===== config.mk =====
export PLATFORM = sky130hd
export DESIGN_NAME = usb_in_endpoint_tx_status
export DESIGN_NICKNAME = d
export VERILOG_FILES = /design/src/design/usb_tx_pkg.sv /design/src/design/tx_fifo_level.sv /design/src/design/usb_in_endpoint_tx_status.sv
export SDC_FILE = /design/constraint.sdc
export NUM_CORES = 1
export LEC_CHECK = 0
export BUFFER_PORTS_ARGS = -buffer_cell sky130_fd_sc_hd__buf_2
export CAP_MARGIN = 0
export CORE_MARGIN = 2
export CORE_UTILIZATION = 30
export CTS_BUF_LIST = sky130_fd_sc_hd__clkbuf_16
export CTS_CLUSTER_SIZE = 20
export DETAILED_ROUTE_END_ITERATION = 6
export GPL_TIMING_DRIVEN = 0
export PLACE_DENSITY = 0.59
export SLEW_MARGIN = 40
export SYNTH_ARGS = -nofsm -noshare
export SYNTH_HDL_FRONTEND = slang
export SYNTH_SLANG_ARGS = --single-unit

===== constraint.sdc =====
create_clock -name pclk -period 3.7 [get_ports pclk]
set_clock_uncertainty 0.1 [all_clocks]
set_input_delay 0.555 -clock pclk [delete_from_list [all_inputs] [get_ports pclk]]
set_output_delay 0.555 -clock pclk [all_outputs]
set_load 0.02 [all_outputs]

===== src/design/usb_tx_pkg.sv =====
/*
 * Constants for the IN endpoint transmit status block: register
 * offsets, field positions, reset values and response encodings.
 * Assumes a 32-bit APB register bus with byte addressing.
 */
package usb_tx_pkg;

	// Register byte offsets
	localparam logic [7:0] OFF_CONTROL    = 8'h00;
	localparam logic [7:0] OFF_STATUS     = 8'h04;
	localparam logic [7:0] OFF_FIFO_FLAGS = 8'h08;
	localparam logic [7:0] OFF_INT_STATUS = 8'h0c;
	localparam logic [7:0] OFF_INT_MASK   = 8'h10;
	localparam logic [7:0] OFF_FIFO_DATA  = 8'h14;

	// Control register fields
	localparam int CTL_CLEAR     = 7;
	localparam int CTL_OVERWRITE = 6;
	localparam int CTL_STALL     = 3;
	localparam int CTL_ARMED     = 1;

	// Result status register fields
	localparam int STS_TOGGLE = 7;
	localparam int STS_STALL  = 3;
	localparam int STS_NACK   = 2;
	localparam int STS_ERROR  = 1;
	localparam int STS_ACK    = 0;

	// FIFO flags register fields
	localparam int FLG_EMPTY = 3;
	localparam int FLG_FULL  = 2;
	localparam int FLG_FIFO_UNDERRUN_FLAG  = 1;
	localparam int FLG_FIFO_OVERRUN_FLAG  = 0;

	// Interrupt status and mask field
	localparam int INT_TX = 0;

	// Reset values
	localparam logic RST_EMPTY = 1'b1;
	localparam logic RST_FULL  = 1'b0;
	localparam logic RST_BIT   = 1'b0;

	// Answer to an IN token
	localparam logic [1:0] RESP_DATA  = 2'h0;
	localparam logic [1:0] RESP_NACK  = 2'h1;
	localparam logic [1:0] RESP_STALL = 2'h2;

	// Default transmit FIFO depth in bytes
	localparam int FIFO_DEPTH = 8;

endpackage


===== src/design/tx_fifo_level.sv =====
/*
 * Occupancy tracker for the transmit FIFO. Holds only the byte count
 * and the empty and full flags; the storage lives outside.
 * Assumes push and pop come from logic on the same clock.
 */
`timescale 1ns/100ps
`default_nettype none

module tx_fifo_level #(
	parameter int DEPTH = usb_tx_pkg::FIFO_DEPTH
) (
	input  wire logic pclk,
	input  wire logic presetn,
	input  wire logic ce,
	input  wire logic push,
	input  wire logic pop,
	input  wire logic clear,
	output logic      empty,
	output logic      full,
	output logic      overrun_evt,
	output logic      underrun_evt
);

	localparam int CW = $clog2(DEPTH + 1);

	generate
		if (DEPTH < 2)
		begin : g_check
			$error("tx_fifo_level needs DEPTH of at least 2");
		end
	endgenerate

	typedef struct packed {
		logic [CW-1:0] count;
		logic          empty;
		logic          full;
	} lvl_t;

	lvl_t r_reg;
	lvl_t r_next;

	////////////////////////////////////////////////////////////////////////
	// Next level; clear beats any push or pop in the same cycle
	always_comb
	begin
		r_next = r_reg;
		overrun_evt = 1'b0;
		underrun_evt = 1'b0;
		// Misuse is reported even during a clear, so the set is never lost
		// Push into a full FIFO with no pop in the same cycle is dropped and flagged
		if (push && r_reg.full && !pop)
			overrun_evt = ce;
		// Pop from an empty FIFO is a sender under-run
		if (pop && r_reg.empty)
			underrun_evt = ce;
		if (clear)
		begin
			r_next.count = '0;
		end
		else
		begin
			// A pop frees the slot that a push into a full FIFO takes
			if (push && (!r_reg.full || pop) && !(pop && !r_reg.empty))
				r_next.count = r_reg.count + CW'(1);
			else if (pop && !r_reg.empty &&
				!(push && (!r_reg.full || pop)))
				r_next.count = r_reg.count - CW'(1);
		end
		r_next.empty = (r_next.count == '0);
		r_next.full = (r_next.count == CW'(DEPTH));
	end

	// Level state, frozen while the clock enable is low
	always_ff @(posedge pclk or negedge presetn)
	begin
		if (!presetn)
		begin
			r_reg.count <= '0;
			r_reg.empty <= usb_tx_pkg::RST_EMPTY;
			r_reg.full <= usb_tx_pkg::RST_FULL;
		end
		else if (ce)
			r_reg <= r_next;
	end

	assign empty = r_reg.empty;
	assign full = r_reg.full;

endmodule
`default_nettype wire


===== src/design/usb_in_endpoint_tx_status.sv =====
/*
 * Status side of a USB IN endpoint: data toggle, answer to each IN
 * token, transaction result bits, transmit FIFO flags, interrupt and
 * an APB register slave. Assumes the packet engine on the same clock
 * gives one in_token pulse per valid IN token and one txn_done pulse
 * when that transaction ends.
 */
`timescale 1ns/100ps
`default_nettype none

module usb_in_endpoint_tx_status #(
	parameter int FIFO_DEPTH = usb_tx_pkg::FIFO_DEPTH
) (
	input  wire logic        pclk,
	input  wire logic        presetn,
	input  wire logic        ce,
	input  wire logic        psel,
	input  wire logic        penable,
	input  wire logic        pwrite,
	input  wire logic [7:0]  paddr,
	input  wire logic [31:0] pwdata,
	output logic      [31:0] prdata,
	output logic             pready,
	output logic             pslverr,
	input  wire logic        in_token,
	input  wire logic        txn_done,
	input  wire logic        txn_host_ack,
	input  wire logic        txn_error,
	input  wire logic        sender_byte_read,
	output logic             resp_valid,
	output logic      [1:0]  resp_code,
	output logic             data_pid_odd,
	output logic             fifo_flush,
	output logic             irq
);

	typedef enum logic {ST_IDLE, ST_WAIT_END} phase_t;

	typedef struct packed {
		phase_t      st;
		logic        pready;
		logic        pslverr;
		logic [31:0] prdata;
		logic        fifo_clear_request;
		logic        toggle_overwrite_enable;
		logic        stall_request_control;
		logic        send_packet_armed;
		logic        data_toggle_bit;
		logic        stall_status;
		logic        nack_status;
		logic        error_status;
		logic        ack_status;
		logic        resp_valid;
		logic [1:0]  resp_code;
		logic        flush;
		logic        fifo_underrun_flag;
		logic        fifo_overrun_flag;
		logic        tx_int;
		logic        int_mask;
		logic        irq;
	} regs_t;

	regs_t r_reg;
	regs_t r_next;

	logic        fifo_empty_flag;
	logic        fifo_full_flag;
	logic        ovr_evt;
	logic        und_evt;
	logic        fifo_push;
	logic        wr_done;
	logic        wr_ctl;
	logic        wr_sts;
	logic [31:0] rd_word;
	logic        rd_bad;
	logic        success;

	generate
		if (FIFO_DEPTH < 2 || FIFO_DEPTH > 1024)
		begin : g_check
			$error("FIFO_DEPTH must be 2 to 1024");
		end
	endgenerate

	////////////////////////////////////////////////////////////////////////
	// Bus decode; a write lands on the edge that samples pready high
	assign wr_done = psel && penable && pwrite && r_reg.pready;
	assign wr_ctl = wr_done && (paddr == usb_tx_pkg::OFF_CONTROL);
	assign wr_sts = wr_done && (paddr == usb_tx_pkg::OFF_STATUS);
	assign fifo_push = wr_done && (paddr == usb_tx_pkg::OFF_FIFO_DATA);

	// Success needs our data packet out, host ACK and no error
	assign success = (r_reg.st == ST_WAIT_END) && txn_done &&
		(r_reg.resp_code == usb_tx_pkg::RESP_DATA) &&
		txn_host_ack && !txn_error;

	tx_fifo_level #(
		.DEPTH (FIFO_DEPTH)
	) u_level (
		.pclk         (pclk),
		.presetn      (presetn),
		.ce           (ce),
		.push         (fifo_push),
		.pop          (sender_byte_read),
		.clear        (r_reg.flush),
		.empty        (fifo_empty_flag),
		.full         (fifo_full_flag),
		.overrun_evt  (ovr_evt),
		.underrun_evt (und_evt)
	);

	////////////////////////////////////////////////////////////////////////
	// Read mux; reserved bits read as zero
	always_comb
	begin
		rd_word = 32'h0000_0000;
		rd_bad = 1'b0;
		case (paddr)
			usb_tx_pkg::OFF_CONTROL:
			begin
				rd_word[usb_tx_pkg::CTL_CLEAR] = r_reg.fifo_clear_request;
				rd_word[usb_tx_pkg::CTL_OVERWRITE] =
					r_reg.toggle_overwrite_enable;
				rd_word[usb_tx_pkg::CTL_STALL] = r_reg.stall_request_control;
				rd_word[usb_tx_pkg::CTL_ARMED] = r_reg.send_packet_armed;
			end
			usb_tx_pkg::OFF_STATUS:
			begin
				rd_word[usb_tx_pkg::STS_TOGGLE] = r_reg.data_toggle_bit;
				rd_word[usb_tx_pkg::STS_STALL] = r_reg.stall_status;
				rd_word[usb_tx_pkg::STS_NACK] = r_reg.nack_status;
				rd_word[usb_tx_pkg::STS_ERROR] = r_reg.error_status;
				rd_word[usb_tx_pkg::STS_ACK] = r_reg.ack_status;
			end
			usb_tx_pkg::OFF_FIFO_FLAGS:
			begin
				rd_word[usb_tx_pkg::FLG_EMPTY] = fifo_empty_flag;
				rd_word[usb_tx_pkg::FLG_FULL] = fifo_full_flag;
				rd_word[usb_tx_pkg::FLG_FIFO_UNDERRUN_FLAG] = r_reg.fifo_underrun_flag;
				rd_word[usb_tx_pkg::FLG_FIFO_OVERRUN_FLAG] = r_reg.fifo_overrun_flag;
			end
			usb_tx_pkg::OFF_INT_STATUS:
				rd_word[usb_tx_pkg::INT_TX] = r_reg.tx_int;
			usb_tx_pkg::OFF_INT_MASK:
				rd_word[usb_tx_pkg::INT_TX] = r_reg.int_mask;
			usb_tx_pkg::OFF_FIFO_DATA:
				rd_word = 32'h0000_0000;
			default:
				rd_bad = 1'b1;
		endcase
	end

	////////////////////////////////////////////////////////////////////////
	// Next state: software writes first, hardware events after, so an
	// event in the same cycle as a software clear is never lost
	always_comb
	begin
		r_next = r_reg;
		r_next.resp_valid = 1'b0;

		// One wait state keeps pready and prdata straight from flops
		r_next.pready = psel && penable && !r_reg.pready;
		if (psel && penable && !r_reg.pready)
		begin
			r_next.prdata = pwrite ? 32'h0000_0000 : rd_word;
			r_next.pslverr = rd_bad;
		end

		// Control writes; reserved bits dropped
		if (wr_ctl)
		begin
			r_next.toggle_overwrite_enable = pwdata[usb_tx_pkg::CTL_OVERWRITE];
			r_next.stall_request_control = pwdata[usb_tx_pkg::CTL_STALL];
			r_next.send_packet_armed = pwdata[usb_tx_pkg::CTL_ARMED];
			if (pwdata[usb_tx_pkg::CTL_CLEAR])
			begin
				r_next.fifo_clear_request = 1'b1;
				r_next.send_packet_armed = 1'b0;
			end
		end

		// Status writes: only toggle (gated) and ack are writable
		if (wr_sts)
		begin
			if (r_reg.toggle_overwrite_enable)
				r_next.data_toggle_bit = pwdata[usb_tx_pkg::STS_TOGGLE];
			r_next.ack_status = pwdata[usb_tx_pkg::STS_ACK];
			if (r_reg.ack_status && !pwdata[usb_tx_pkg::STS_ACK])
				r_next.tx_int = 1'b0;
		end

		// Interrupt status is write-one-to-clear, mask is plain
		if (wr_done && paddr == usb_tx_pkg::OFF_INT_STATUS &&
			pwdata[usb_tx_pkg::INT_TX])
			r_next.tx_int = 1'b0;
		if (wr_done && paddr == usb_tx_pkg::OFF_INT_MASK)
			r_next.int_mask = pwdata[usb_tx_pkg::INT_TX];

		// FIFO clear: one cycle of flush, then the request drops
		if (r_reg.fifo_clear_request && !r_reg.flush)
			r_next.flush = 1'b1;
		if (r_reg.flush)
		begin
			r_next.flush = 1'b0;
			r_next.fifo_clear_request = 1'b0;
			r_next.fifo_underrun_flag = 1'b0;
			r_next.fifo_overrun_flag = 1'b0;
			r_next.tx_int = 1'b0;
		end
		// Clear keeps the packet disarmed while it runs
		if (r_reg.fifo_clear_request)
			r_next.send_packet_armed = 1'b0;

		// Answer the token; stall outranks NACK and data
		if (r_reg.st == ST_IDLE && in_token)
		begin
			r_next.st = ST_WAIT_END;
			r_next.resp_valid = 1'b1;
			if (r_reg.stall_request_control)
				r_next.resp_code = usb_tx_pkg::RESP_STALL;
			else if (r_reg.send_packet_armed)
				r_next.resp_code = usb_tx_pkg::RESP_DATA;
			else
				r_next.resp_code = usb_tx_pkg::RESP_NACK;
		end

		// Transaction end: stall, NACK and error bits are rewritten every time; ack is set only on success
		if (r_reg.st == ST_WAIT_END && txn_done)
		begin
			r_next.st = ST_IDLE;
			r_next.stall_status =
				(r_reg.resp_code == usb_tx_pkg::RESP_STALL);
			r_next.nack_status =
				(r_reg.resp_code == usb_tx_pkg::RESP_NACK);
			r_next.error_status = txn_error;
		end
		if (success)
		begin
			r_next.data_toggle_bit = !r_reg.data_toggle_bit;
			r_next.ack_status = 1'b1;
			r_next.tx_int = 1'b1;
			r_next.send_packet_armed = 1'b0;
		end

		// FIFO misuse flags; only a FIFO clear brings them down
		if (und_evt)
		begin
			r_next.fifo_underrun_flag = 1'b1;
			r_next.tx_int = 1'b1;
		end
		if (ovr_evt)
		begin
			r_next.fifo_overrun_flag = 1'b1;
			r_next.tx_int = 1'b1;
		end

		r_next.irq = r_next.tx_int && r_next.int_mask;
	end

	////////////////////////////////////////////////////////////////////////
	// All state but the FIFO level (held in u_level) in one register, frozen while the clock enable is low
	always_ff @(posedge pclk or negedge presetn)
	begin
		if (!presetn)
		begin
			r_reg <= '0;
			r_reg.st <= ST_IDLE;
			r_reg.data_toggle_bit <= usb_tx_pkg::RST_BIT;
		end
		else if (ce)
			r_reg <= r_next;
	end

	// Outputs come straight from the register
	assign prdata = r_reg.prdata;
	assign pready = r_reg.pready;
	assign pslverr = r_reg.pslverr;
	assign resp_valid = r_reg.resp_valid;
	assign resp_code = r_reg.resp_code;
	assign data_pid_odd = r_reg.data_toggle_bit;
	assign fifo_flush = r_reg.flush;
	assign irq = r_reg.irq;

	logic token_taken;
	assign token_taken = ce && in_token && r_reg.st == ST_IDLE;
endmodule
`default_nettype wire


Word level (Yosys, flattened, before mapping)
Cells that the tools add are included.
{"block": "classes", "n_addsub": 2, "multipliers": 0, "div": 0, "magnitude_cmp": 0, "n_eq_ne": 8, "n_shift": 0, "n_mux": 38, "n_bitwise": 1, "n_reduce_logical": 59}
{"cell": "$logic_and 1x1->1", "n": 25}
{"cell": "$mux 1", "n": 23}
{"cell": "$mux 4", "n": 5}
{"cell": "$reduce_and 2->1", "n": 9}
{"cell": "$eq 8x4->1 const B", "n": 2}
{"cell": "$eq 8x5->1 const B", "n": 2}
{"cell": "$reduce_bool 2->1", "n": 7}
{"cell": "$logic_not 1->1", "n": 10}
{"cell": "$eq 8x3->1 const B", "n": 1}
{"cell": "$logic_not 8->1", "n": 1}
{"cell": "$mux 8", "n": 1}
{"cell": "$mux 2", "n": 3}
{"cell": "$pmux 1 s3", "n": 2}
{"cell": "$reduce_and 3->1", "n": 2}
{"cell": "$reduce_or 6->1", "n": 1}
{"cell": "$add 4x1->4 const B", "n": 1}
{"cell": "$eq 4x4->1 const B", "n": 1}
{"cell": "$logic_not 4->1", "n": 1}
{"cell": "$pmux 1 s2", "n": 2}
{"cell": "$pmux 1 s4", "n": 1}
{"cell": "$sub 4x1->4 const B", "n": 1}
{"cell": "$mux 3", "n": 1}
{"cell": "$reduce_bool 3->1", "n": 1}
{"cell": "$eq 2x1->1 const B", "n": 1}
{"cell": "4 further kinds", "n": 4}
{"block": "word_totals", "regBits": 59, "latchBits": 0, "ram_bits": 0, "mem_bits_ro": 0, "input_bits": 51, "wordCells": 132, "mem_count": 0}

Depth between registers and ports, before layout
Gate-level depths: netlist (run 1).
{"block": "logic_depth", "word_depth": 11, "depth_mapped": 7, "ltp_nobuf": 7}

By module
From an unflattened synthesis (run 1), not the netlist that was laid out.
{"block": "unflattened", "cells_unflattened": 236, "hier_area_um2": 2213.4}
{"mod": "usb_in_endpoint_tx_status", "instances": 1, "cells_per_inst": 183, "area_per_inst_um2": 1706.6, "seq_area_each_um2": 675.6}
{"mod": "tx_fifo_level", "instances": 1, "cells_per_inst": 53, "area_per_inst_um2": 506.7, "seq_area_each_um2": 151.4}

Worst setup path before layout (run 1)
OpenSTA, ideal clock, no wires.
{"block": "synth_timing", "kind": "input -> register", "start": "input paddr[5]", "end": "register u_level.empty (netlist name)", "arrival_ns": 2.383, "required_time_ns": 3.503, "setup_slack_ns": 1.119, "cell_stages": 6, "cell_sequence": "or4b_1 > clkbuf_1 > o311a_1 > a31oi_2 > mux2_1 > o41ai_2"}
{"block": "synth_between", "elab_chain_len": 9}
{"element": "start: declaration", "line": "usb_in_endpoint_tx_status.sv:20", "source": "input wire logic [7:0] paddr,"}
{"element": "$eq 8x5->1 *", "line": "usb_in_endpoint_tx_status.sv:90", "source": "assign fifo_push = wr_done && (paddr == usb_tx_pkg::OFF_FIFO_DATA);"}
{"element": "$logic_and 1x1->1 *", "line": "usb_in_endpoint_tx_status.sv:90"}
{"element": "$logic_and 1x1->1 *", "line": "tx_fifo_level.sv:63, tx_fifo_level.sv:66"}
{"element": "$logic_not 1->1", "line": "tx_fifo_level.sv:66", "source": "!(push && (!r_reg.full || pop)))"}
{"element": "$logic_and 1x1->1", "line": "tx_fifo_level.sv:65", "source": "else if (pop && !r_reg.empty &&"}
{"element": "$mux 4", "line": "tx_fifo_level.sv:65"}
{"element": "$mux 4 *", "line": "tx_fifo_level.sv:63", "source": "if (push && (!r_reg.full || pop) && !(pop && !r_reg.empty))"}
{"element": "$mux 4 *", "line": "tx_fifo_level.sv:56", "source": "if (clear)"}
{"element": "$logic_not 4->1 *", "line": "tx_fifo_level.sv:69", "source": "r_next.empty = (r_next.count == '0);"}
Every way passes the cells marked *; elsewhere a longest branch is shown, timed or not.
A chain may end at the register's enable or synchronous reset.

Final worst setup path (run 1)
{"block": "layout_timing", "start": "input paddr[5]", "end": "register u_level.empty (netlist name)"}
{"block": "layout_between", "elab_chain_len": 9}
{"element": "$eq 8x5->1 *", "line": "usb_in_endpoint_tx_status.sv:90"}
{"element": "$logic_and 1x1->1 *", "line": "usb_in_endpoint_tx_status.sv:90"}
{"element": "$logic_and 1x1->1 *", "line": "tx_fifo_level.sv:63, tx_fifo_level.sv:66"}
{"element": "$logic_not 1->1", "line": "tx_fifo_level.sv:66"}
{"element": "$logic_and 1x1->1", "line": "tx_fifo_level.sv:65"}
{"element": "$mux 4", "line": "tx_fifo_level.sv:65"}
{"element": "$mux 4 *", "line": "tx_fifo_level.sv:63"}
{"element": "$mux 4 *", "line": "tx_fifo_level.sv:56"}
{"element": "$logic_not 4->1 *", "line": "tx_fifo_level.sv:69"}
Marked as above.

==> key figures, run 1 <==
Power and ir drop
  – Comb power frac: 27.5%
  – Power per standard cell area: 485 nW/um^2
  – Clock power frac: 34.7%
  – Internal power contribution: 908 uW
  – Peak ir drop on the vdd network: 0.000268 V
  – Static power due to leakage: ~0.0013 uW
  – Total chip power: 1300 uW
  – Sequential group share of total power: 37.8%
  – Sw Share: 30.3%
  – Net switching power: 394 uW

Yosys
  – Mean area per synthesized cell: 9.26 um^2
  – EDFF count, synth: 0
  – Post-Syn Instances: 229
  – Count of distinct cell types in the synthesized netlist: 56
  – Prevailing post-synth register cell: sky130_fd_sc_hd__dfrtp_1
  – Synthesized area: 2120 um^2
  – Register area share after synthesis: approximately two fifths
  – Fraction of synthesis flops using an asynchronous set or reset pin: 100%
  – Flip-flop and latch count after synthesis: 33
  – Synth warn: 0

Global routing
  – First-pass GRT wire length: 7830 um
  – Total global routing track utilization: 13.1%
  – Global route overflow: 0
  – Vias in the first global route: 1,662
  – Maximum number of pins on one net before global-route repair: 34
  – Number of antenna violations at the first check in global routing: 1

Setup path
  – Capturing instance or port of the critical path: u_level.empty
  – Launching element of the worst setup path: paddr[5]
  – Arrival time of the worst setup path: 2640 ps
  – Sort of element at the end of the critical path: flop
  – Worst reg2reg path endpoint: u_level.empty
  – Biggest cell delay along the critical path: 510 ps
  – Max FO, Critical Path: 6
  – Crit path buffers/inverters: 2
  – CP Cell Sequence: buf_2 > or4b_1 > clkbuf_1 > o311a_1 > a31oi_2 > mux2_1 > o41ai_2
  – Setup slack of the most critical reg-to-reg path: between 1000 and 1500 ps
  – Top delay family on crit path: compound AO/OA/AOI/OAI gates
  – RR Startpoint: pready
  – Cell with the biggest individual delay on the critical path: sky130_fd_sc_hd__or4b_1
  – Register-to-Register Path Depth: 5
  – Crit path kind: primary input to flop
  – Type of origin of the critical path: primary input
  – Critical path required time: 3770 ps
  – Number of cells on the critical path: 7

Clock tree
  – Level count of the clock H-tree: 2
  – Clock tree from TritonCTS: yes
  – Total clock buffers created by CTS: 5
  – Hold bufs inserted after CTS: 0
  – Post-CTS Resized: 0
  – # clock sinks: 33
  – Clock latency reported for the late side of the worst-skew pair: between 200 and 300 ps
  – Bufs on Longest Clock Path: 2
  – Postcts setup bufs: 0
  – Root Buffer: sky130_fd_sc_hd__clkbuf_16
  – Post-CTS clock slew at the launch and capture registers of the worst setup and hold paths: 50 ps

Final layout
  – Utilization of the core after routing: 39.3%
  – P&R area growth vs syn: 26.7%
  – Number of flip-flops under the largest register name: 13
  – Fill count: 715
  – Final standard cell area without fillers: 2690 um^2
  – Fraction of final layout cells with drive strength greater than 1: between 30% and 40%
  – Total Nets Final: 351

Routing
  – Post-detailed-route via-to-cell ratio: 4.46
  – Detail-routed net length per standard cell: 12.2 um
  – Violation count after the first detailed-routing iteration: 110
  – Routed via count: 1,767
  – TritonRoute pass-1 iters: 5
  – Routed Antenna Nets: 0
  – Drt total wl: 4830 um
  – Detailed-route DRC error count: 0

Timing
  – RSZ-0062 raised after global routing: no
  – Final setup violation count: 0
  – Period Utilization, post-route: 69.4%
  – Final number of max-transition violations: 0
  – Worst-case setup margin in the final layout: ~1100 ps
  – Transition time at the pin with the least slew margin: 672 ps
  – Total count of hold-check failures in the final report: 0
  – Final sum of negative setup slack: 0 ps
  – Final critical path time including I/O delays and setup: 2570 ps
  – Timing-limited maximum frequency: 389 MHz
  – Max-slew headroom at the worst pin: 54.9%

Die
  – Placeable core area: 6830 um^2
  – Num ports: 91
  – Chip Width: 88.1 um
  – Initial cell density of the core: 31.0%
  – Standard-cell row count: 30
  – Vertical extent of the die: between 80 and 90 um
  – Die Area: 7750 um^2

Hold path
  – Hold Path Class: primary input to async pin

Placement
  – Final weighted congestion of routability-driven global placement: 0.772
  – Area of placed instances: about 2500 um^2
  – Worst slack after detailed placement: 818 ps
  – Dpl hpwl: between 3000 and 4000 um
  – Port bufs: 37

Run status
  – Status: completed

Flow run
  – Number of violations of the max-capacitance limit: 0
[worst min-delay path by stage]
stage	from	end
finish	presetn	u_level.r_reg[2]
global route	presetn	u_level.r_reg[4]
CTS	presetn	r_reg[14]
detailed placement	pslverr	pslverr
global placement	pslverr	pslverr
floorplan	presetn	data_pid_odd
[power by group through the flow]
| stage | registers (uW) | logic (uW) | clock network (uW) |
|---|---|---|---|
| floorplan | 490 | 273 | 0 |
| global placement | 495 | 355 | 0 |
| global route | 502 | 407 | 480 |
| CTS | 492 | 360 | 464 |
| detailed placement | 498 | 357 | 0 |
| finish | 492 | 359 | 451 |
[synth_stat cells, types with 6 or more instances]
cell | number | area share [%]
sky130_fd_sc_hd__dfrtp_1 | 32 | 38
sky130_fd_sc_hd__o21ai_0 | 16 | 3.8
sky130_fd_sc_hd__nor2_1 | 12 | 2.1
sky130_fd_sc_hd__clkbuf_1 | 6 | 1.1
sky130_fd_sc_hd__nand2b_1 | 6 | 1.8
sky130_fd_sc_hd__buf_4 | 34 | 12
sky130_fd_sc_hd__a21oi_1 | 9 | 2.1
sky130_fd_sc_hd__inv_1 | 10 | 1.8
sky130_fd_sc_hd__nand2_1 | 25 | 4.4
[area by class of cell]
type                            count  area [um^2]  share of cell area (%)
Inverter                           11         41.3                    1.54
Multi-Input combinational cell    169         1060                    39.3
Clock buffer                        5          125                    4.66
Clock inverter                      3         37.5                    1.40
Timing Repair Buffer               37          188                    6.99
Sequential cell                    33          827                    30.8
Tap cell                           96          120                    4.47
Antenna cell                        1         2.50                  0.0932
Buffer                             41          289                    10.8
[per-layer routing]
| layer | part of all wire [%] | global-route usage [%] |
|---|---|---|
| met1 | 45 | 16.7 |
| met2 | 48 | 22.2 |
| met3 | 6.2 | 3.68 |
| met4 | 0.75 | 2.89 |
| met5 | 0 | 0 |
[worst reg2reg max path: cells and delay by family (launching register included)]
| family | cells | cell delay (ps) |
|---|---|---|
| mux | 1 | 380 |
| simple gates | 1 | 370 |
| compound gates | 3 | 1010 |
| flops | 1 | 360 |
[logic make-up after synthesis]
family / share of synthesized area, %
other: 0.177
AND/OR/NAND/NOR: 19.7
buffers and inverters: 15.6
adder cells (fa/ha/maj): 1.18
AO/OA/AOI/OAI: 18.8
flip-flops: 39.0
multiplexers: 5.49
[placed cells by master (no fill, tap or decap), types with 2 or more instances in the layout]
master,netlist,layout
sky130_fd_sc_hd__a22o_1,4,4
sky130_fd_sc_hd__a21oi_1,9,9
sky130_fd_sc_hd__nor2_1,12,12
sky130_fd_sc_hd__conb_1,1,26
sky130_fd_sc_hd__nand2_1,25,25
sky130_fd_sc_hd__mux2_4,2,2
sky130_fd_sc_hd__o31ai_1,4,4
sky130_fd_sc_hd__inv_1,10,11
sky130_fd_sc_hd__nand2b_1,6,6
sky130_fd_sc_hd__o21ai_0,16,16
sky130_fd_sc_hd__dfrtp_1,32,32
sky130_fd_sc_hd__a31oi_1,3,3
sky130_fd_sc_hd__and2_1,2,2
sky130_fd_sc_hd__a32o_1,2,2
sky130_fd_sc_hd__nor3_1,3,3
sky130_fd_sc_hd__mux2_1,2,2
sky130_fd_sc_hd__clkinv_1,1,2
sky130_fd_sc_hd__mux2_2,3,3
sky130_fd_sc_hd__ha_1,2,2
sky130_fd_sc_hd__nor4_1,4,4
sky130_fd_sc_hd__clkbuf_1,6,6
sky130_fd_sc_hd__mux2i_1,3,3
sky130_fd_sc_hd__clkbuf_16,0,5
sky130_fd_sc_hd__nand3_1,4,4
sky130_fd_sc_hd__nand4_1,3,3
sky130_fd_sc_hd__nor4bb_1,2,2
sky130_fd_sc_hd__buf_2,0,36
sky130_fd_sc_hd__or4b_1,2,2
sky130_fd_sc_hd__buf_4,34,35
sky130_fd_sc_hd__nor2b_1,4,4
[metrics by stage]
step	cells	hold slack, ps
final	396	129
after global routing	395	163
after CTS	395	289
after detailed placement	387	366
after global placement	387	362
after floorplan	254	159
Power figures use the tool's default switching activity.
==> run 2, diff against run 1 <==
- ABC_AREA: unset -> 1
- PLACE_DENSITY: 0.59 -> 0.58
- clock period: 3.7 -> 2.5 ns (I/O delays scaled with it)
==> key figures, run 2 <==
Run status
  – Status: completed

Final layout
  – Commonest non-fill, non-tap cell in the layout: sky130_fd_sc_hd__nand2_1
  – Fill count: 767
  – Number of flip-flops under the largest register name: 13
  – Final standard cell area without fillers: between 2000 and 3000 um^2
  – Fraction of final layout cells with drive strength greater than 1: 27.6%
  – Commonest non-fill, non-tap cells in the layout: 74 x sky130_fd_sc_hd__nand2_1, 43 x sky130_fd_sc_hd__inv_1, 36 x sky130_fd_sc_hd__buf_4, 35 x sky130_fd_sc_hd__buf_2, 32 x sky130_fd_sc_hd__dfrtp_1
  – P&R area growth vs syn: 24.8%
  – N_diodes: 0
  – Post-route non-filler standard cell count: 461
  – Total Nets Final: 415

Routing
  – TritonRoute pass-1 iters: 4
  – Violation count after the first detailed-routing iteration: 99
  – Post-detailed-route via-to-cell ratio: around 4.1
  – Detailed-route DRC error count: 0
  – Detail-routed net length per standard cell: 10.7 um
  – Routed Antenna Nets: 0
  – Drt total wl: 4950 um
  – Routed via count: about 1,900

Global routing
  – Total global routing track utilization: 13.1%
  – Met3 usage: 3.35%
  – Maximum number of pins on one net before global-route repair: 34
  – Vias in the first global route: 1,814
  – First-pass GRT wire length: 8560 um
  – Fraction of met2 tracks used by global routing: between 20% and 30%
  – Global route overflow: 0
  – Number of antenna violations at the first check in global routing: 0
  – Grt met1 use: 17.3%
  – Most heavily used metal layer in global routing: met2

Die
  – Initial cell density of the core: 30.8%
  – Placeable core area: 7180 um^2
  – Vertical extent of the die: between 80 and 90 um
  – Die Area: about 8100 um^2
  – Chip Width: 89.8 um
  – Standard-cell row count: 31
  – Num ports: 91

Yosys
  – Count of distinct cell types in the synthesized netlist: 37
  – Prevailing post-synth register cell: sky130_fd_sc_hd__dfrtp_1
  – Synth area leaders: sky130_fd_sc_hd__dfrtp_1 36%, sky130_fd_sc_hd__nand2_1 13%, sky130_fd_sc_hd__buf_4 12%
  – Flip-flop and latch count after synthesis: 33
  – Synth warn: 0
  – Yosys top cell area share: 36.3%
  – Cell type with the highest aggregate area in the netlist: sky130_fd_sc_hd__dfrtp_1
  – Post-Syn Instances: between 200 and 300
  – Most instantiated library cell after synthesis: sky130_fd_sc_hd__nand2_1
  – Fraction of synthesis flops using an asynchronous set or reset pin: 100%
  – Synthesized area: approximately 2200 um^2
  – Register area share after synthesis: 37.5%
  – EDFF count, synth: 0
  – Mean area per synthesized cell: 7.54 um^2
  – Top post-synthesis cells by count: 74 x sky130_fd_sc_hd__nand2_1, 43 x sky130_fd_sc_hd__inv_1, 35 x sky130_fd_sc_hd__buf_4

Setup path
  – Setup slack of the most critical reg-to-reg path: a little over 900 ps
  – Cell with the biggest individual delay on the critical path: sky130_fd_sc_hd__dfstp_2
  – Max FO, Critical Path: 5
  – Arrival time of the worst setup path: 1620 ps
  – Critical path required time: 2540 ps
  – Type of origin of the critical path: flop
  – Crit path kind: flop to flop
  – Worst reg2reg path endpoint: u_level.r_reg[4]
  – Crit path buffers/inverters: 3
  – Biggest cell delay along the critical path: 520 ps
  – RR Startpoint: u_level.empty
  – Crit path top cell by count: sky130_fd_sc_hd__nand2_1
  – CP Cell Sequence: inv_1 > nand2_1 > inv_1 > nand2_4 > nand2_1 > nand2_1 > nand2_1 > nand3_1 > nand2_1 > inv_1 > a21oi_1
  – Top delay family on crit path: flip-flops
  – Sort of element at the end of the critical path: flop
  – Register-to-Register Path Depth: 11

Power and ir drop
  – Static power due to leakage: approximately 0.0015 uW
  – Peak ir drop on the vdd network: between 0.0002 and 0.00025 V
  – Total chip power: 1920 uW
  – Power per standard cell area: approximately 700 nW/um^2

Hold path
  – Endpoint with the worst hold slack: r_reg[15]
  – Hold Path Stages: 3
  – Worst Hold Launch: pwdata[3]
  – Hold Path Class: primary input to flop

Timing
  – Final critical path time including I/O delays and setup: 1590 ps
  – Final number of max-transition violations: 0
  – Final setup violation count: 0
  – Worst-case setup margin in the final layout: 914 ps
  – Total count of hold-check failures in the final report: 0
  – Transition time at the pin with the least slew margin: 559 ps
  – Timing-limited maximum frequency: 631 MHz
  – Final sum of negative setup slack: 0 ps
  – Period Utilization, post-route: 63.4%
  – Max-slew headroom at the worst pin: 62.7%
  – RSZ-0062 raised after global routing: no

Clock tree
  – Total clock buffers created by CTS: 5
  – Post-CTS clock slew at the launch and capture registers of the worst setup and hold paths: 50 ps
  – Clock latency reported for the late side of the worst-skew pair: around 280 ps
  – Hold bufs inserted after CTS: 0
  – # clock sinks: 33
  – Post-CTS Resized: 0
  – Level count of the clock H-tree: 2
  – Clock tree from TritonCTS: yes
  – Bufs on Longest Clock Path: 2
  – Root Buffer: sky130_fd_sc_hd__clkbuf_16
  – Postcts setup bufs: 0

Flow run
  – Number of violations of the max-capacitance limit: 0

Placement
  – Port bufs: 36
  – Final weighted congestion of routability-driven global placement: 0.806
  – # placed instances: 453
  – Dpl hpwl: 3910 um
  – Worst slack after detailed placement: 723 ps
  – Area of placed instances: 2610 um^2
[run 2: area by class of cell]
class / count / area [um^2] / area share, %
Sequential cell: 33 / 827 / 30.0
Clock buffer: 5 / 125 / 4.54
Inverter: 46 / 173 / 6.27
Tap cell: 99 / 124 / 4.50
Clock inverter: 2 / 11.3 / 0.409
Multi-Input combinational cell: 203 / 1040 / 37.6
Timing Repair Buffer: 37 / 193 / 6.99
Buffer: 36 / 267 / 9.67
[run 2: worst max-delay path by stage]
stage	start	to	slack [ps]	cells after the start
after floorplan	pready	u_level.empty	980	12
after global placement	paddr[1]	irq	740	10
after detailed placement	paddr[1]	r_reg[1]	720	9
after CTS	u_level.empty	u_level.r_reg[4]	880	11
after global routing	u_level.empty	u_level.r_reg[4]	750	11
final	u_level.empty	u_level.r_reg[4]	910	11
[run 2: worst register-to-register path, delay by kind of cell (launching register included)]
kind                   cells  cell delay, ps
DFF                        1             520
AOI/OAI and AO/OA          1              40
and+or+nand+nor            7             510
buffers and inverters      3             260
[run 2: metrics by stage]
stage	hold slack (ps)	utilization (%)
6_report	209	38.4
5_1_grt	210	38.4
4_1_cts	91.8	38.2
3_5_place_dp	363	36.3
3_3_place_gp	362	36.3
2_1_floorplan	-20.6	-
[run 2: where the power goes]
group          internal [uW]  switching (uW)  total (uW)  leakage (uW)
registers                649            91.2         740      0.000415
clock network            359             221         580     0.0000633
logic                    231             370         601       0.00104
total                   1240             682        1920       0.00152
[run 2: layer usage]
| layer | routed length [um] | vias up |
|---|---|---|
| li1 | - | 999 |
| met2 | 2210 | 52 |
| met3 | 297 | 5 |
| met4 | 80 | 0 |
| met5 | 0 | - |
| met1 | 2370 | 835 |
[run 2: cells by family after synthesis]
kind of cell / synth area share (%)
compound gates: 9.63
xor+xnor: 1.19
fa+ha+maj: 1.13
buf+inv: 19.9
flops: 37.5
other cells: 0.170
simple gates: 30.5
==> run 3, diff against run 2 <==
- clock period: 2.5 -> 1.6 ns (I/O delays scaled with it)
==> key figures, run 3 (synthesis results as in run 2) <==
Routing
  – TritonRoute pass-1 iters: 4
  – Routed via count: 1,939
  – Detail-routed net length per standard cell: 11.2 um
  – Detailed-route DRC error count: 0
  – Post-detailed-route via-to-cell ratio: 4.18
  – Violation count after the first detailed-routing iteration: between 100 and 150
  – Routed Antenna Nets: 0
  – Drt total wl: 5180 um

Clock tree
  – Clock latency reported for the late side of the worst-skew pair: 280 ps
  – Root Buffer: sky130_fd_sc_hd__clkbuf_16
  – Post-CTS clock slew at the launch and capture registers of the worst setup and hold paths: 50 ps
  – Clock tree from TritonCTS: yes
  – Level count of the clock H-tree: 2
  – Total clock buffers created by CTS: 5
  – Bufs on Longest Clock Path: 2
  – # clock sinks: 33

Timing
  – Transition time at the pin with the least slew margin: 556 ps
  – Final sum of negative setup slack: -23.5 ps
  – Hold slack: 69.5 ps
  – Total count of hold-check failures in the final report: 0
  – Max-slew headroom at the worst pin: 62.9%
  – Final setup violation count: 1
  – Timing-limited maximum frequency: 616 MHz
  – Final critical path time including I/O delays and setup: around 1600 ps
  – RSZ-0062 raised after global routing: yes
  – Final number of max-transition violations: 0
  – Period Utilization, post-route: 101%
  – Worst-case setup margin in the final layout: -23.5 ps

Die
  – Num ports: 91
  – Standard-cell row count: 31
  – Initial cell density of the core: 30.8%
  – Chip Width: between 80 and 90 um
  – Placeable core area: 7180 um^2
  – Vertical extent of the die: about 90 um
  – Die Area: 8060 um^2

Final layout
  – Number of flip-flops under the largest register name: 13
  – Fill count: 763
  – Commonest non-fill, non-tap cells in the layout: 69 x sky130_fd_sc_hd__nand2_1, 40 x sky130_fd_sc_hd__inv_1, 39 x sky130_fd_sc_hd__buf_4, 35 x sky130_fd_sc_hd__buf_2, 32 x sky130_fd_sc_hd__dfrtp_1
  – N_diodes: 0
  – Commonest non-fill, non-tap cell in the layout: sky130_fd_sc_hd__nand2_1
  – Fraction of final layout cells with drive strength greater than 1: between 30% and 40%
  – P&R area growth vs syn: 27.8%
  – Total Nets Final: 418
  – Post-route non-filler standard cell count: around 460

Run status
  – Status: complete, but fails checks
  – Violated checks: negative setup slack

Global routing
  – First-pass GRT wire length: 8580 um
  – Vias in the first global route: 1,824
  – Total global routing track utilization: 13.1%
  – Global route overflow: 0
  – Maximum number of pins on one net before global-route repair: 34
  – Number of antenna violations at the first check in global routing: 0

Placement
  – Port bufs: 36
  – Dpl hpwl: about 3900 um
  – Final weighted congestion of routability-driven global placement: 0.806
  – # placed instances: 453
  – Worst slack after detailed placement: -42.1 ps

Setup path
  – Max FO, Critical Path: 6
  – Type of origin of the critical path: flop
  – Setup slack of the most critical reg-to-reg path: -20 ps
  – Arrival time of the worst setup path: 1700 ps
  – Critical path required time: about 1700 ps
  – Sort of element at the end of the critical path: flop
  – Register-to-Register Path Depth: 11
  – Crit path kind: flop to flop
  – Worst reg2reg path endpoint: u_level.full
  – RR Startpoint: pready

Flow run
  – Number of violations of the max-capacitance limit: 0

Hold path
  – Worst Hold Launch: pwdata[3]
  – Hold Path Stages: 3
  – Hold Path Class: primary input to flop
  – Endpoint with the worst hold slack: r_reg[15]

Power and ir drop
  – Power per standard cell area: 1100 nW/um^2
  – Peak ir drop on the vdd network: 0.000398 V
  – Static power due to leakage: 0.00154 uW
run 3: cell types whose count changed in the layout (fill, tap and decap cells not counted), sizes merged:
cell | before | now
buf | 71 | 74
run 3: cell type report:
class | instances | area (um^2) | area share, %
inverters | 46 | 173 | 6.12
flip-flops and latches | 33 | 827 | 29.3
repair buffers | 40 | 215 | 7.62
plain buffers | 36 | 267 | 9.44
multi-input cells | 203 | 1080 | 38.3
well taps | 99 | 124 | 4.39
clock inverters | 2 | 11.3 | 0.399
clock buffers | 5 | 125 | 4.43
run 3: metal layers:
metal / up-vias / share of wire [%] / track usage (%)
li1: 1003 / - / -
met1: 871 / 46 / 17.3
met2: 60 / 46 / 20.4
met3: 5 / 6.4 / 3.35
met4: 0 / 1.6 / 5.90
met5: - / 0 / 0
run 3: per-stage QoR:
step / utilization (%) / total power (uW) / area (um^2)
2_1_floorplan: - / 1860 / 2300
3_3_place_gp: 36.3 / 2090 / 2610
3_5_place_dp: 36.3 / 2110 / 2610
4_1_cts: 38.4 / 3040 / 2750
5_1_grt: 39.3 / 3330 / 2820
6_report: 39.3 / 3110 / 2820
run 3: critical path, cell delays in order, from the launching register on:
cell and delay [ps]:
sky130_fd_sc_hd__dfrtp_1 390, sky130_fd_sc_hd__nand2_2 110, sky130_fd_sc_hd__nor2_8 200, sky130_fd_sc_hd__nand3_4 130, sky130_fd_sc_hd__nand2_4 110, sky130_fd_sc_hd__nand2_1 50, sky130_fd_sc_hd__nand2_1 80, sky130_fd_sc_hd__nand3_2 100
sky130_fd_sc_hd__nand2_2 80, sky130_fd_sc_hd__nor2_1 50, sky130_fd_sc_hd__nand2_1 50, sky130_fd_sc_hd__nand2_1 40
run 3: how the worst max path moves through the flow:
stage | startpoint | to | slack, ps | depth (start not counted)
2_1_floorplan | pready | u_level.empty | 80 | 12
5_1_grt | pready | u_level.full | -150 | 11
3_5_place_dp | paddr[1] | r_reg[1] | -40 | 9
6_report | pready | u_level.full | -20 | 11
3_3_place_gp | paddr[1] | irq | -20 | 10
4_1_cts | u_level.r_reg[2] | u_level.r_reg[4] | 20 | 10
run 3: what timing repair did:
action / 4_1_cts / 5_1_grt
hold buffers: 1 / 0
pin swaps: 0 / 12
resized for setup: 1 / 14
endpoints found under the hold margin: 32 / 0
setup buffers: 0 / 3
setup endpoints to repair: 1 / 10
run 3: report_power, final:
group / internal (uW) / total, uW / switching (uW)
clock: 561 / 915 / 353
sequential: 1010 / 1150 / 140
combinational: 399 / 1040 / 643
